<file path="config.mk">
export PLATFORM = sky130hd
export DESIGN_NAME = upss_top
export DESIGN_NICKNAME = d
export VERILOG_FILES = /design/src/verilog/upss_pkg.sv /design/src/verilog/upss_flash.sv /design/src/verilog/upss_sync.sv /design/src/verilog/upss_top.sv
export SDC_FILE = /design/constraint.sdc
export NUM_CORES = 1
export LEC_CHECK = 0
export ABC_AREA = 1
export BUFFER_PORTS_ARGS = -buffer_cell sky130_fd_sc_hd__buf_2
export CAP_MARGIN = 20
export CORE_MARGIN = 2
export CORE_UTILIZATION = 45
export CTS_BUF_LIST = sky130_fd_sc_hd__clkbuf_16
export CTS_CLUSTER_SIZE = 12
export DETAILED_ROUTE_END_ITERATION = 8
export PLACE_DENSITY = 0.71
export SYNTH_ARGS = -nofsm -noshare
export SYNTH_HDL_FRONTEND = slang
export SYNTH_SLANG_ARGS = --single-unit
</file>
<file path="constraint.sdc">
create_clock -name clock -period 4 [get_ports clock]
set_input_delay 0.4 -clock clock [delete_from_list [all_inputs] [get_ports clock]]
set_output_delay 0.4 -clock clock [all_outputs]
set_load 0.05 [all_outputs]
</file>
<file path="src/verilog/upss_pkg.sv">
// Shared constants for the status signaling block
package upss_pkg;
  // ---------------------------------------------------------------
  // Clock and flash timing
  // ---------------------------------------------------------------
  localparam int unsigned CLK_HZ          = 100_000_000;
  localparam int unsigned SVC_FLASH_HZ    = 2;
  localparam int unsigned SVC_HALF_CYC    = CLK_HZ / (SVC_FLASH_HZ * 2);
  localparam int unsigned FAST_FLASH_HZ   = 4;
  localparam int unsigned FAST_HALF_CYC   = CLK_HZ / (FAST_FLASH_HZ * 2);
  // Charge-level burst: pulse half-period and pause in half-periods of the 2 Hz flash
  localparam int unsigned BURST_PAUSE_HP  = 6;
  // Charge-level bands
  localparam logic [6:0]  LEVEL_FULL      = 7'h64;
  localparam logic [6:0]  BAND_WIDTH      = 7'h14;
  localparam int unsigned MAX_PULSES      = 5;
  // Number of signal outputs
  localparam int unsigned NUM_SIG         = 6;
  localparam int unsigned SIG_ALARM       = 0;
  localparam int unsigned SIG_BATT_MODE   = 1;
  localparam int unsigned SIG_LOAD_OK     = 2;
  localparam int unsigned SIG_FULL        = 3;
  localparam int unsigned SIG_OVERPOWER   = 4;
  localparam int unsigned SIG_SERVICE     = 5;
  // Reset value of the inversion setting (none inverted)
  localparam logic [5:0]  INVERT_RESET    = 6'h00;
  // Indicator patterns
  typedef enum logic [1:0] {
    UPSS_OFF  = 2'b00,
    UPSS_ON   = 2'b01,
    UPSS_SLOW = 2'b10,
    UPSS_FAST = 2'b11
  } upss_pat_t;
endpackage

</file>
<file path="src/verilog/upss_flash.sv">
// Flash-rate divider and charge-level burst generator
`timescale 1ns/1ps
module upss_flash #(
  parameter int unsigned SLOW_HALF = upss_pkg::SVC_HALF_CYC,
  parameter int unsigned FAST_HALF = upss_pkg::FAST_HALF_CYC
) (
  // Clock and reset
  input  wire logic       clock,
  input  wire logic       rst,
  // Charge level, percent
  input  wire logic [6:0] charge_level,
  // Phases
  output logic            slow_phase,
  output logic            fast_phase,
  output logic            burst_phase
);
  // ---------------------------------------------------------------
  // Dividers
  // ---------------------------------------------------------------
  logic [31:0] slow_cnt_ff;
  logic [31:0] fast_cnt_ff;
  logic        slow_tick;
  logic        fast_tick;
  logic        slow_ff;
  logic        fast_ff;
  assign slow_tick = (slow_cnt_ff == SLOW_HALF - 1);
  assign fast_tick = (fast_cnt_ff == FAST_HALF - 1);
  always_ff @(posedge clock) begin
    if (rst) begin
      slow_cnt_ff <= 32'h0;
      fast_cnt_ff <= 32'h0;
      slow_ff     <= 1'b0;
      fast_ff     <= 1'b0;
    end else begin
      slow_cnt_ff <= slow_tick ? 32'h0 : slow_cnt_ff + 32'h1;
      fast_cnt_ff <= fast_tick ? 32'h0 : fast_cnt_ff + 32'h1;
      if (slow_tick) begin
        slow_ff <= ~slow_ff;
      end
      if (fast_tick) begin
        fast_ff <= ~fast_ff;
      end
    end
  end
  assign slow_phase = slow_ff;
  assign fast_phase = fast_ff;

  // ---------------------------------------------------------------
  // Burst: N pulses then a long pause
  // ---------------------------------------------------------------
  // Pulse count latched at burst start so a level change never cuts a burst short
  logic [2:0] pulses;
  logic [2:0] target_ff;
  logic [3:0] hp_ff;
  logic       burst_ff;
  logic [4:0] burst_len;
  assign pulses = (charge_level == 7'h00)           ? 3'h0 :
                  (charge_level <= 7'h14)           ? 3'h1 :
                  (charge_level <= 7'h28)           ? 3'h2 :
                  (charge_level <= 7'h3C)           ? 3'h3 :
                  (charge_level <= 7'h50)           ? 3'h4 : 3'h5;
  // Five pulses plus the pause need sixteen half-periods, one bit more than the count
  assign burst_len = {1'b0, target_ff, 1'b0} + 5'(upss_pkg::BURST_PAUSE_HP);
  always_ff @(posedge clock) begin
    if (rst) begin
      hp_ff     <= 4'h0;
      target_ff <= 3'h0;
      burst_ff  <= 1'b0;
    end else if (slow_tick) begin
      if ({1'b0, hp_ff} >= burst_len - 5'h01) begin
        hp_ff     <= 4'h0;
        target_ff <= pulses;
        burst_ff  <= (pulses != 3'h0);
      end else begin
        hp_ff    <= hp_ff + 4'h1;
        // Lit on even half-periods only, so pulses and gaps are equal
        burst_ff <= (hp_ff + 4'h1 < {target_ff, 1'b0}) && hp_ff[0];
      end
    end
  end
  assign burst_phase = burst_ff;
endmodule

</file>
<file path="src/verilog/upss_sync.sv">
// Two-flop synchroniser for a group of pin inputs
`timescale 1ns/1ps
module upss_sync #(
  parameter int unsigned WIDTH = 3
) (
  // Clock and reset
  input  wire logic             clock,
  input  wire logic             rst,
  // Asynchronous in, synchronised out
  input  wire logic [WIDTH-1:0] async_in,
  output logic      [WIDTH-1:0] sync_out
);
  logic [WIDTH-1:0] meta_ff;
  logic [WIDTH-1:0] sync_ff;
  always_ff @(posedge clock) begin
    if (rst) begin
      meta_ff <= '0;
      sync_ff <= '0;
    end else begin
      meta_ff <= async_in;
      sync_ff <= meta_ff;
    end
  end
  assign sync_out = sync_ff;
endmodule

</file>
<file path="src/verilog/upss_top.sv">
// UPS status signaling: indicator LEDs and signal outputs
`timescale 1ns/1ps
module upss_top #(
  parameter int unsigned SLOW_HALF = upss_pkg::SVC_HALF_CYC,
  parameter int unsigned FAST_HALF = upss_pkg::FAST_HALF_CYC,
  parameter int unsigned CFG_W     = 4
) (
  // Clock and reset
  input  wire logic             clock,
  input  wire logic             rst,
  // Power stage status
  input  wire logic             input_valid,
  input  wire logic             bypass_active,
  input  wire logic             bypass_fuse_bad,
  input  wire logic             parallel_active,
  input  wire logic             parallel_disrupted,
  input  wire logic             output_valid,
  input  wire logic             inverter_active,
  input  wire logic             overload,
  input  wire logic             protective_bypass,
  input  wire logic             battery_present,
  input  wire logic             battery_error,
  input  wire logic             on_battery,
  input  wire logic             rectifier_active,
  input  wire logic             overpower,
  input  wire logic             fan_replace,
  input  wire logic             battery_replace,
  input  wire logic [6:0]       charge_level,
  // Fault groups
  input  wire logic [6:0]       general_faults,
  input  wire logic [8:0]       battery_faults,
  input  wire logic [2:0]       parallel_faults,
  // Pins: service button, remote, battery start
  input  wire logic             service_button,
  input  wire logic             remote_in,
  input  wire logic             bat_start_in,
  // Configuration
  input  wire logic [5:0]       sig_invert,
  input  wire logic [CFG_W-1:0] remote_cfg,
  // Indicator LEDs
  output logic                  led_input,
  output logic                  led_bypass,
  output logic                  led_parallel,
  output logic                  led_output,
  output logic                  led_inverter,
  output logic                  led_alarm,
  output logic                  led_battery,
  output logic                  led_service,
  output logic                  led_storage,
  output logic                  led_rectifier,
  // Signal outputs
  output logic                  alarm_output_n,
  output logic                  battery_mode_output,
  output logic                  load_supplied_output,
  output logic                  storage_full_output,
  output logic                  overpower_output,
  output logic                  maintenance_output,
  // Status
  output logic                  service_mode,
  output logic                  remote_active,
  output logic                  bat_start,
  output logic [CFG_W-1:0]      remote_cfg_applied
);
  // ---------------------------------------------------------------
  // Pin synchronisation and flash phases
  // ---------------------------------------------------------------
  logic [2:0] pins_sync;
  logic       slow_phase;
  logic       fast_phase;
  logic       burst_phase;
  upss_sync #(.WIDTH(3)) u_sync (
    .clock    (clock),
    .rst      (rst),
    .async_in ({bat_start_in, remote_in, service_button}),
    .sync_out (pins_sync)
  );
  upss_flash #(.SLOW_HALF(SLOW_HALF), .FAST_HALF(FAST_HALF)) u_flash (
    .clock        (clock),
    .rst          (rst),
    .charge_level (charge_level),
    .slow_phase   (slow_phase),
    .fast_phase   (fast_phase),
    .burst_phase  (burst_phase)
  );

  // ---------------------------------------------------------------
  // Service mode and remote configuration
  // ---------------------------------------------------------------
  logic             btn_prev_ff;
  logic             rem_prev_ff;
  logic             svc_ff;
  logic [CFG_W-1:0] rcfg_ff;
  logic             remote_active_ff;
  logic             btn_press;
  logic             rem_change;
  logic             first_ff;
  assign btn_press  = pins_sync[0] & ~btn_prev_ff;
  assign rem_change = pins_sync[1] ^ rem_prev_ff;
  always_ff @(posedge clock) begin
    if (rst) begin
      btn_prev_ff <= 1'b0;
      rem_prev_ff <= 1'b0;
      svc_ff      <= 1'b0;
      rcfg_ff     <= '0;
      first_ff    <= 1'b1;
    end else begin
      btn_prev_ff <= pins_sync[0];
      rem_prev_ff <= pins_sync[1];
      first_ff    <= 1'b0;
      if (btn_press) begin
        svc_ff <= ~svc_ff;
      end
      // Restart counts as an apply point; otherwise only a remote change
      if (first_ff | rem_change) begin
        rcfg_ff <= remote_cfg;
      end
    end
  end

  // ---------------------------------------------------------------
  // Conditions
  // ---------------------------------------------------------------
  logic alarm_any;
  logic full;
  assign alarm_any = (|general_faults) | svc_ff | (|battery_faults) | (|parallel_faults);
  assign full      = (charge_level >= upss_pkg::LEVEL_FULL);

  // ---------------------------------------------------------------
  // LED pattern selection
  // ---------------------------------------------------------------
  upss_pkg::upss_pat_t p_bypass;
  upss_pkg::upss_pat_t p_parallel;
  upss_pkg::upss_pat_t p_output;
  upss_pkg::upss_pat_t p_inverter;
  upss_pkg::upss_pat_t p_alarm;
  upss_pkg::upss_pat_t p_service;
  upss_pkg::upss_pat_t p_storage;
  upss_pkg::upss_pat_t p_rectifier;
  assign p_bypass    = bypass_fuse_bad    ? upss_pkg::UPSS_SLOW :
                       bypass_active      ? upss_pkg::UPSS_ON   : upss_pkg::UPSS_OFF;
  assign p_parallel  = parallel_disrupted ? upss_pkg::UPSS_SLOW :
                       parallel_active    ? upss_pkg::UPSS_ON   : upss_pkg::UPSS_OFF;
  assign p_output    = ~output_valid      ? upss_pkg::UPSS_OFF  :
                       remote_active_ff   ? upss_pkg::UPSS_SLOW : upss_pkg::UPSS_ON;
  assign p_inverter  = protective_bypass  ? upss_pkg::UPSS_FAST :
                       overload           ? upss_pkg::UPSS_SLOW :
                       inverter_active    ? upss_pkg::UPSS_ON   : upss_pkg::UPSS_OFF;
  assign p_alarm     = alarm_any & ~svc_ff ? upss_pkg::UPSS_ON :
                       svc_ff             ? upss_pkg::UPSS_SLOW : upss_pkg::UPSS_OFF;
  assign p_service   = fan_replace        ? upss_pkg::UPSS_ON   :
                       battery_replace    ? upss_pkg::UPSS_SLOW : upss_pkg::UPSS_OFF;
  assign p_storage   = on_battery         ? upss_pkg::UPSS_ON   :
                       ~full              ? upss_pkg::UPSS_SLOW : upss_pkg::UPSS_OFF;
  assign p_rectifier = protective_bypass  ? upss_pkg::UPSS_FAST :
                       overload           ? upss_pkg::UPSS_SLOW :
                       rectifier_active   ? upss_pkg::UPSS_ON   : upss_pkg::UPSS_OFF;

  function automatic logic upss_drive(input upss_pkg::upss_pat_t p, input logic slow, input logic fast);
    case (p)
      upss_pkg::UPSS_ON:   upss_drive = 1'b1;
      upss_pkg::UPSS_SLOW: upss_drive = slow;
      upss_pkg::UPSS_FAST: upss_drive = fast;
      default:             upss_drive = 1'b0;
    endcase
  endfunction

  // Battery LED: error flashes plainly, charge shown as bursts, full steady
  logic nxt_led_battery;
  assign nxt_led_battery = ~battery_present ? 1'b0 :
                           battery_error    ? slow_phase :
                           full             ? 1'b1 : burst_phase;

  // ---------------------------------------------------------------
  // Signal outputs: condition then per-output inversion
  // ---------------------------------------------------------------
  logic [5:0] sig_cond;
  logic [5:0] nxt_sig;
  assign sig_cond[upss_pkg::SIG_ALARM]     = ~alarm_any;
  assign sig_cond[upss_pkg::SIG_BATT_MODE] = on_battery;
  assign sig_cond[upss_pkg::SIG_LOAD_OK]   = output_valid;
  assign sig_cond[upss_pkg::SIG_FULL]      = full;
  assign sig_cond[upss_pkg::SIG_OVERPOWER] = overpower;
  assign sig_cond[upss_pkg::SIG_SERVICE]   = fan_replace | battery_replace;
  assign nxt_sig = sig_cond ^ sig_invert;

  // ---------------------------------------------------------------
  // Output registers
  // ---------------------------------------------------------------
  logic [9:0] led_ff;
  logic [5:0] sig_ff;
  logic       bat_start_ff;
  always_ff @(posedge clock) begin
    if (rst) begin
      led_ff           <= 10'h000;
      sig_ff           <= upss_pkg::INVERT_RESET ^ 6'h01;
      remote_active_ff <= 1'b0;
      bat_start_ff     <= 1'b0;
    end else begin
      led_ff[0] <= input_valid;
      led_ff[1] <= upss_drive(p_bypass, slow_phase, fast_phase);
      led_ff[2] <= upss_drive(p_parallel, slow_phase, fast_phase);
      led_ff[3] <= upss_drive(p_output, slow_phase, fast_phase);
      led_ff[4] <= upss_drive(p_inverter, slow_phase, fast_phase);
      led_ff[5] <= upss_drive(p_alarm, slow_phase, fast_phase);
      led_ff[6] <= nxt_led_battery;
      led_ff[7] <= upss_drive(p_service, slow_phase, fast_phase);
      led_ff[8] <= upss_drive(p_storage, slow_phase, fast_phase);
      led_ff[9] <= upss_drive(p_rectifier, slow_phase, fast_phase);
      sig_ff           <= nxt_sig;
      remote_active_ff <= pins_sync[1];
      bat_start_ff     <= pins_sync[2];
    end
  end
  assign led_input            = led_ff[0];
  assign led_bypass           = led_ff[1];
  assign led_parallel         = led_ff[2];
  assign led_output           = led_ff[3];
  assign led_inverter         = led_ff[4];
  assign led_alarm            = led_ff[5];
  assign led_battery          = led_ff[6];
  assign led_service          = led_ff[7];
  assign led_storage          = led_ff[8];
  assign led_rectifier        = led_ff[9];
  assign alarm_output_n       = sig_ff[upss_pkg::SIG_ALARM];
  assign battery_mode_output  = sig_ff[upss_pkg::SIG_BATT_MODE];
  assign load_supplied_output = sig_ff[upss_pkg::SIG_LOAD_OK];
  assign storage_full_output  = sig_ff[upss_pkg::SIG_FULL];
  assign overpower_output     = sig_ff[upss_pkg::SIG_OVERPOWER];
  assign maintenance_output   = sig_ff[upss_pkg::SIG_SERVICE];
  assign service_mode         = svc_ff;
  assign remote_active        = remote_active_ff;
  assign bat_start            = bat_start_ff;
  assign remote_cfg_applied   = rcfg_ff;

  // ---------------------------------------------------------------
  // Assertions
  // ---------------------------------------------------------------
  AST_INPUT_LED: assert property (@(posedge clock) disable iff (rst)
    input_valid |=> led_input) else $error("input led not lit");
  AST_SVC_TOGGLE: assert property (@(posedge clock) disable iff (rst)
    btn_press |=> (svc_ff != $past(svc_ff))) else $error("service mode did not toggle");
  AST_ALARM_PIN: assert property (@(posedge clock) disable iff (rst)
    (alarm_any && !sig_invert[0]) |=> !alarm_output_n) else $error("alarm pin not low");
  AST_INVERT: assert property (@(posedge clock) disable iff (rst)
    (overpower && sig_invert[4]) |=> !overpower_output) else $error("inversion not applied");
  AST_FULL_OUT: assert property (@(posedge clock) disable iff (rst)
    (charge_level < 7'h64 && !sig_invert[3]) |=> !storage_full_output) else $error("full out early");
  AST_BATT_MODE: assert property (@(posedge clock) disable iff (rst)
    (on_battery && !sig_invert[1]) |=> battery_mode_output) else $error("battery mode low");
  AST_REMOTE_HOLD: assert property (@(posedge clock) disable iff (rst)
    (!rem_change && !first_ff) |=> $stable(rcfg_ff)) else $error("remote cfg applied early");
  AST_SVC_FLASH: assert property (@(posedge clock) disable iff (rst)
    (svc_ff && $past(svc_ff)) |=> (led_alarm == $past(slow_phase))) else $error("alarm led not flashing");
  AST_MAINT: assert property (@(posedge clock) disable iff (rst)
    (fan_replace && !sig_invert[5]) |=> ##0 maintenance_output) else $error("maintenance low");
  AST_INPUT_DARK: assert property (@(posedge clock) disable iff (rst)
    !input_valid |=> !led_input) else $error("input led lit without valid input");
  AST_BYPASS_FLASH: assert property (@(posedge clock) disable iff (rst)
    bypass_fuse_bad |=> (led_bypass == $past(slow_phase))) else $error("bypass led not flashing");
  AST_PAR_FLASH: assert property (@(posedge clock) disable iff (rst)
    parallel_disrupted |=> (led_parallel == $past(slow_phase))) else $error("parallel led not flashing");
  AST_PROT_FAST: assert property (@(posedge clock) disable iff (rst)
    protective_bypass |=> (led_inverter == $past(fast_phase)) && (led_rectifier == $past(fast_phase)))
    else $error("protective bypass leds not fast together");
  AST_ALARM_LED: assert property (@(posedge clock) disable iff (rst)
    (alarm_any && !svc_ff) |=> led_alarm) else $error("alarm led not steady");
  AST_GEN_FAULT: assert property (@(posedge clock) disable iff (rst)
    ((|general_faults) && !sig_invert[0]) |=> !alarm_output_n) else $error("general fault not raised");
  AST_BATT_FAULT: assert property (@(posedge clock) disable iff (rst)
    ((|battery_faults) && !sig_invert[0]) |=> !alarm_output_n) else $error("battery fault not raised");
  AST_PAR_FAULT: assert property (@(posedge clock) disable iff (rst)
    ((|parallel_faults) && !sig_invert[0]) |=> !alarm_output_n) else $error("parallel fault not raised");
  AST_LOAD_OUT: assert property (@(posedge clock) disable iff (rst)
    (output_valid && !sig_invert[2]) |=> load_supplied_output) else $error("load supplied low");
  AST_OVERPOWER_OUT: assert property (@(posedge clock) disable iff (rst)
    (overpower && !sig_invert[4]) |=> overpower_output) else $error("overpower output low");
endmodule

</file>
==> run_results.csv <==
group,metric,value,unit
status,status,"complete, no violations",
power_and_ir_drop,swShare,24.0,%
yosys,syn_area,5310,sq um
detailed_routing,drtIter0Drc,301,
sta,finalMaxSlewViolations,0,
finish,layout_commonest_cell,"nand2_1",
clock_network,cts-root-buf,"clkbuf_16",
sta,worst_pin_slew,1050,ps
placed_design,preCtsSetupSlack,1780,ps
setup_path,cp_data_arrival_time,2390,ps
power_and_ir_drop,p_switching,0.504,mW
yosys,synth_top_area_share,39.6,%
yosys,synth_area_leaders,"dfxtp_1, nand2_1, nor2_1",
sta,hold_viol,0,
grt,grt_overflow_total,0,
grt,grt.total_usage,19.6,%
floorplan,start_util,46.3,%
yosys,synth_area_leader_cell,"dfxtp_1",
setup_path,crit_start,"u_flash.fast_cnt_ff[0]",
power_and_ir_drop,comb_power_share,7.7,%
sta,finClkSkew,3.81,ps
setup_path,critPathKind,"reg2reg",
setup_path,reg2reg_depth,6,
clock_network,cts_hold_buf,0,
finish,drive_above_1_share,15.0,%
power_and_ir_drop,total_power,2.10,mW
setup_path,worstPathRequired,4190,ps
finish,nFillCells,1128,
setup_path,critPathMaxFanout,31,
yosys,synth.avg_cell_area,6.83,sq um
power_and_ir_drop,power_frac_seq,51.4,%
setup_path,reg2reg_from,"u_flash.fast_cnt_ff[0]",
power_and_ir_drop,p_int,1.60,mW
yosys,ys_seq_area_share,39.6,%
clock_network,clock_latency,350,ps
clock_network,cts_buffer_depth,2,
sta,timing.fmax,454,MHz
detailed_routing,routed_via_density,4.83,
grt,grt_max_degree,33,
finish,syn_to_final_growth,15.0,%
floorplan,die-height,113,microns
clock_network,cts-resized-gates,0,
setup_path,crit_path_max_incr_delay,820,ps
floorplan,dieWidth,113,microns
yosys,yosys_warnings,0,
sta,finalSetupTns,0,ps
run,cap_viol_max_count,0,
power_and_ir_drop,irDropWorstVdd,0.306,mV
power_and_ir_drop,p_per_area,344,nW/um^2
sta,min_period,2200,ps
power_and_ir_drop,power_frac_clock,40.9,%
hold_path,min_path_type,"in2reg",
sta,final-setup-viol-count,0,
yosys,syn_inst,778,
finish,final_cell_mix,"nand2_1, nor2_1, inv_1",
finish,nNetsFinal,925,
hold_path,min_from,"bypass_fuse_bad",
setup_path,cp_cell_sequence,"ha_1 > nand3_2 > nor2_1 > nand4_1 > nand2_1 > a21oi_1",
setup_path,slowest_stage,"nand2_1",
yosys,ys_ff_latch,105,
detailed_routing,wl_per_cell,11.7,microns
placed_design,dp.final_hpwl,9.03,mm
power_and_ir_drop,p_leak,2.41,nW
finish,num_antenna_cells,0,
floorplan,die_area,12700,sq um
grt,antenna_found_initial,1,
clock_network,cts_max_level,3,
floorplan,io-pin-count,80,
sta,rsz0062_at_grt,"no",
finish,multi_input_area,2730,sq um
yosys,synth_edf_count,0,
detailed_routing,drc,0,
yosys,async_flop_share,0,%
clock_network,cts_num_sinks,105,
yosys,synth_cell_types,34,
floorplan,num_rows,39,
clock_network,clk_pin_slew,70,ps
setup_path,timing.rr.end,"u_flash.fast_cnt_ff[12]",
detailed_routing,drtAntennaViolNets,0,
detailed_routing,firstDrtPassIters,5,
finish,ff_latch_area,2100,sq um
sta,relSlewSlack,29.6,%
hold_path,hold_end,"led_ff[1]",
setup_path,cp-start-kind,"register",
detailed_routing,routed_wl,11.8,mm
clock_network,postCtsSetupBuffers,0,
setup_path,end_kind,"register",
detailed_routing,dr_total_vias,4863,
yosys,ys.flop_type,"dfxtp_1",
sta,fin_crit_sh,55.1,%
clock_network,cts_tree,"yes",
yosys,synth_nets,844,
grt,grt_pass1_vias,4631,
setup_path,reg2reg_setup_slack,1800,ps
hold_path,hold_path_depth,2,
placed_design,io_buffers,79,
grt,grt_first_pass_wirelength,20.4,mm
sta,fin_ws,1800,ps
clock_network,cts_made_buffers,9,
placed_design,place.gp.congestion,0.938,
floorplan,design.core.area,11500,sq um
## stage by stage
stage	cell area [sq um]	hold slack, ps	std cells	util [%]
floorplan	5310	388	778	-
global placement	5820	388	991	50.8
detailed placement	5820	397	991	50.8
CTS	6110	222	1007	53.3
global route	6110	227	1007	53.3
finish	6110	229	1007	53.3
## registers in the layout, summed over array words and instances (netlist names), 4 cells and up
signal / flops
sig_ff: 6
u_flash.fast_cnt_ff: 32
led_ff: 10
remote_cfg_applied: 4
u_flash.slow_cnt_ff: 32
u_flash.hp_ff: 4
## cell usage after synthesis (4+ instances only)
master   number
ha_1          9
nand3_1      42
nor3_2        4
nand3_2       4
nand2_1     178
or2_0         4
nor2_4        6
nor2_2        4
a21oi_1      59
nor3_1       23
or2_2        10
nand2_2       4
o21ai_0      16
inv_1       107
xnor2_1      10
nor2_1      130
dfxtp_1     105
xor2_1       18
nand4_1      18
## power groups by stage
stage,sequential [mW],clock [mW],combinational [mW]
after floorplan,1.15,0,0.0588
after global placement,1.10,0,0.160
after detailed placement,1.10,0,0.163
after CTS,1.08,0.876,0.163
after global routing,1.08,0.933,0.176
final,1.08,0.860,0.161
## final cells by class
| class | count | share of cell area, % |
|---|---|---|
| timing repair buffer | 80 | 6.60 |
| multi-input combinational | 555 | 44.7 |
| inverter | 108 | 6.64 |
| clock buffer | 9 | 3.69 |
| clock inverter | 7 | 1.00 |
| tap | 143 | 2.93 |
| sequential | 105 | 34.4 |
## worst max-delay path by stage
stage	to
final	u_flash.fast_cnt_ff[12]
after global routing	u_flash.fast_cnt_ff[12]
after CTS	u_flash.fast_cnt_ff[12]
after detailed placement	u_flash.fast_cnt_ff[12]
after global placement	u_flash.fast_cnt_ff[17]
after floorplan	u_flash.target_ff[0]
## layer usage
metal	global-route usage, %	routed length [microns]
met3	6.21	820
met5	0	13
met1	25.9	5750
met2	30.6	5060
met4	6.18	171
## worst max-delay path, delay by kind of cell (launching register included)
family	cells	cell delay [ps]
simple gates	4	1340
flops	1	370
fa+ha+maj	1	220
compound gates	1	90
## kinds of logic after synthesis
| logic type | Yosys count | share of synthesized area (%) |
|---|---|---|
| fa+ha+maj | 9 | 2.12 |
| xor+xnor | 28 | 4.62 |
| buf+inv | 118 | 8.98 |
| flops | 105 | 39.6 |
| simple gates | 439 | 37.1 |
| compound gates | 79 | 7.63 |
No activity file was read; power rests on OpenSTA's default activity.
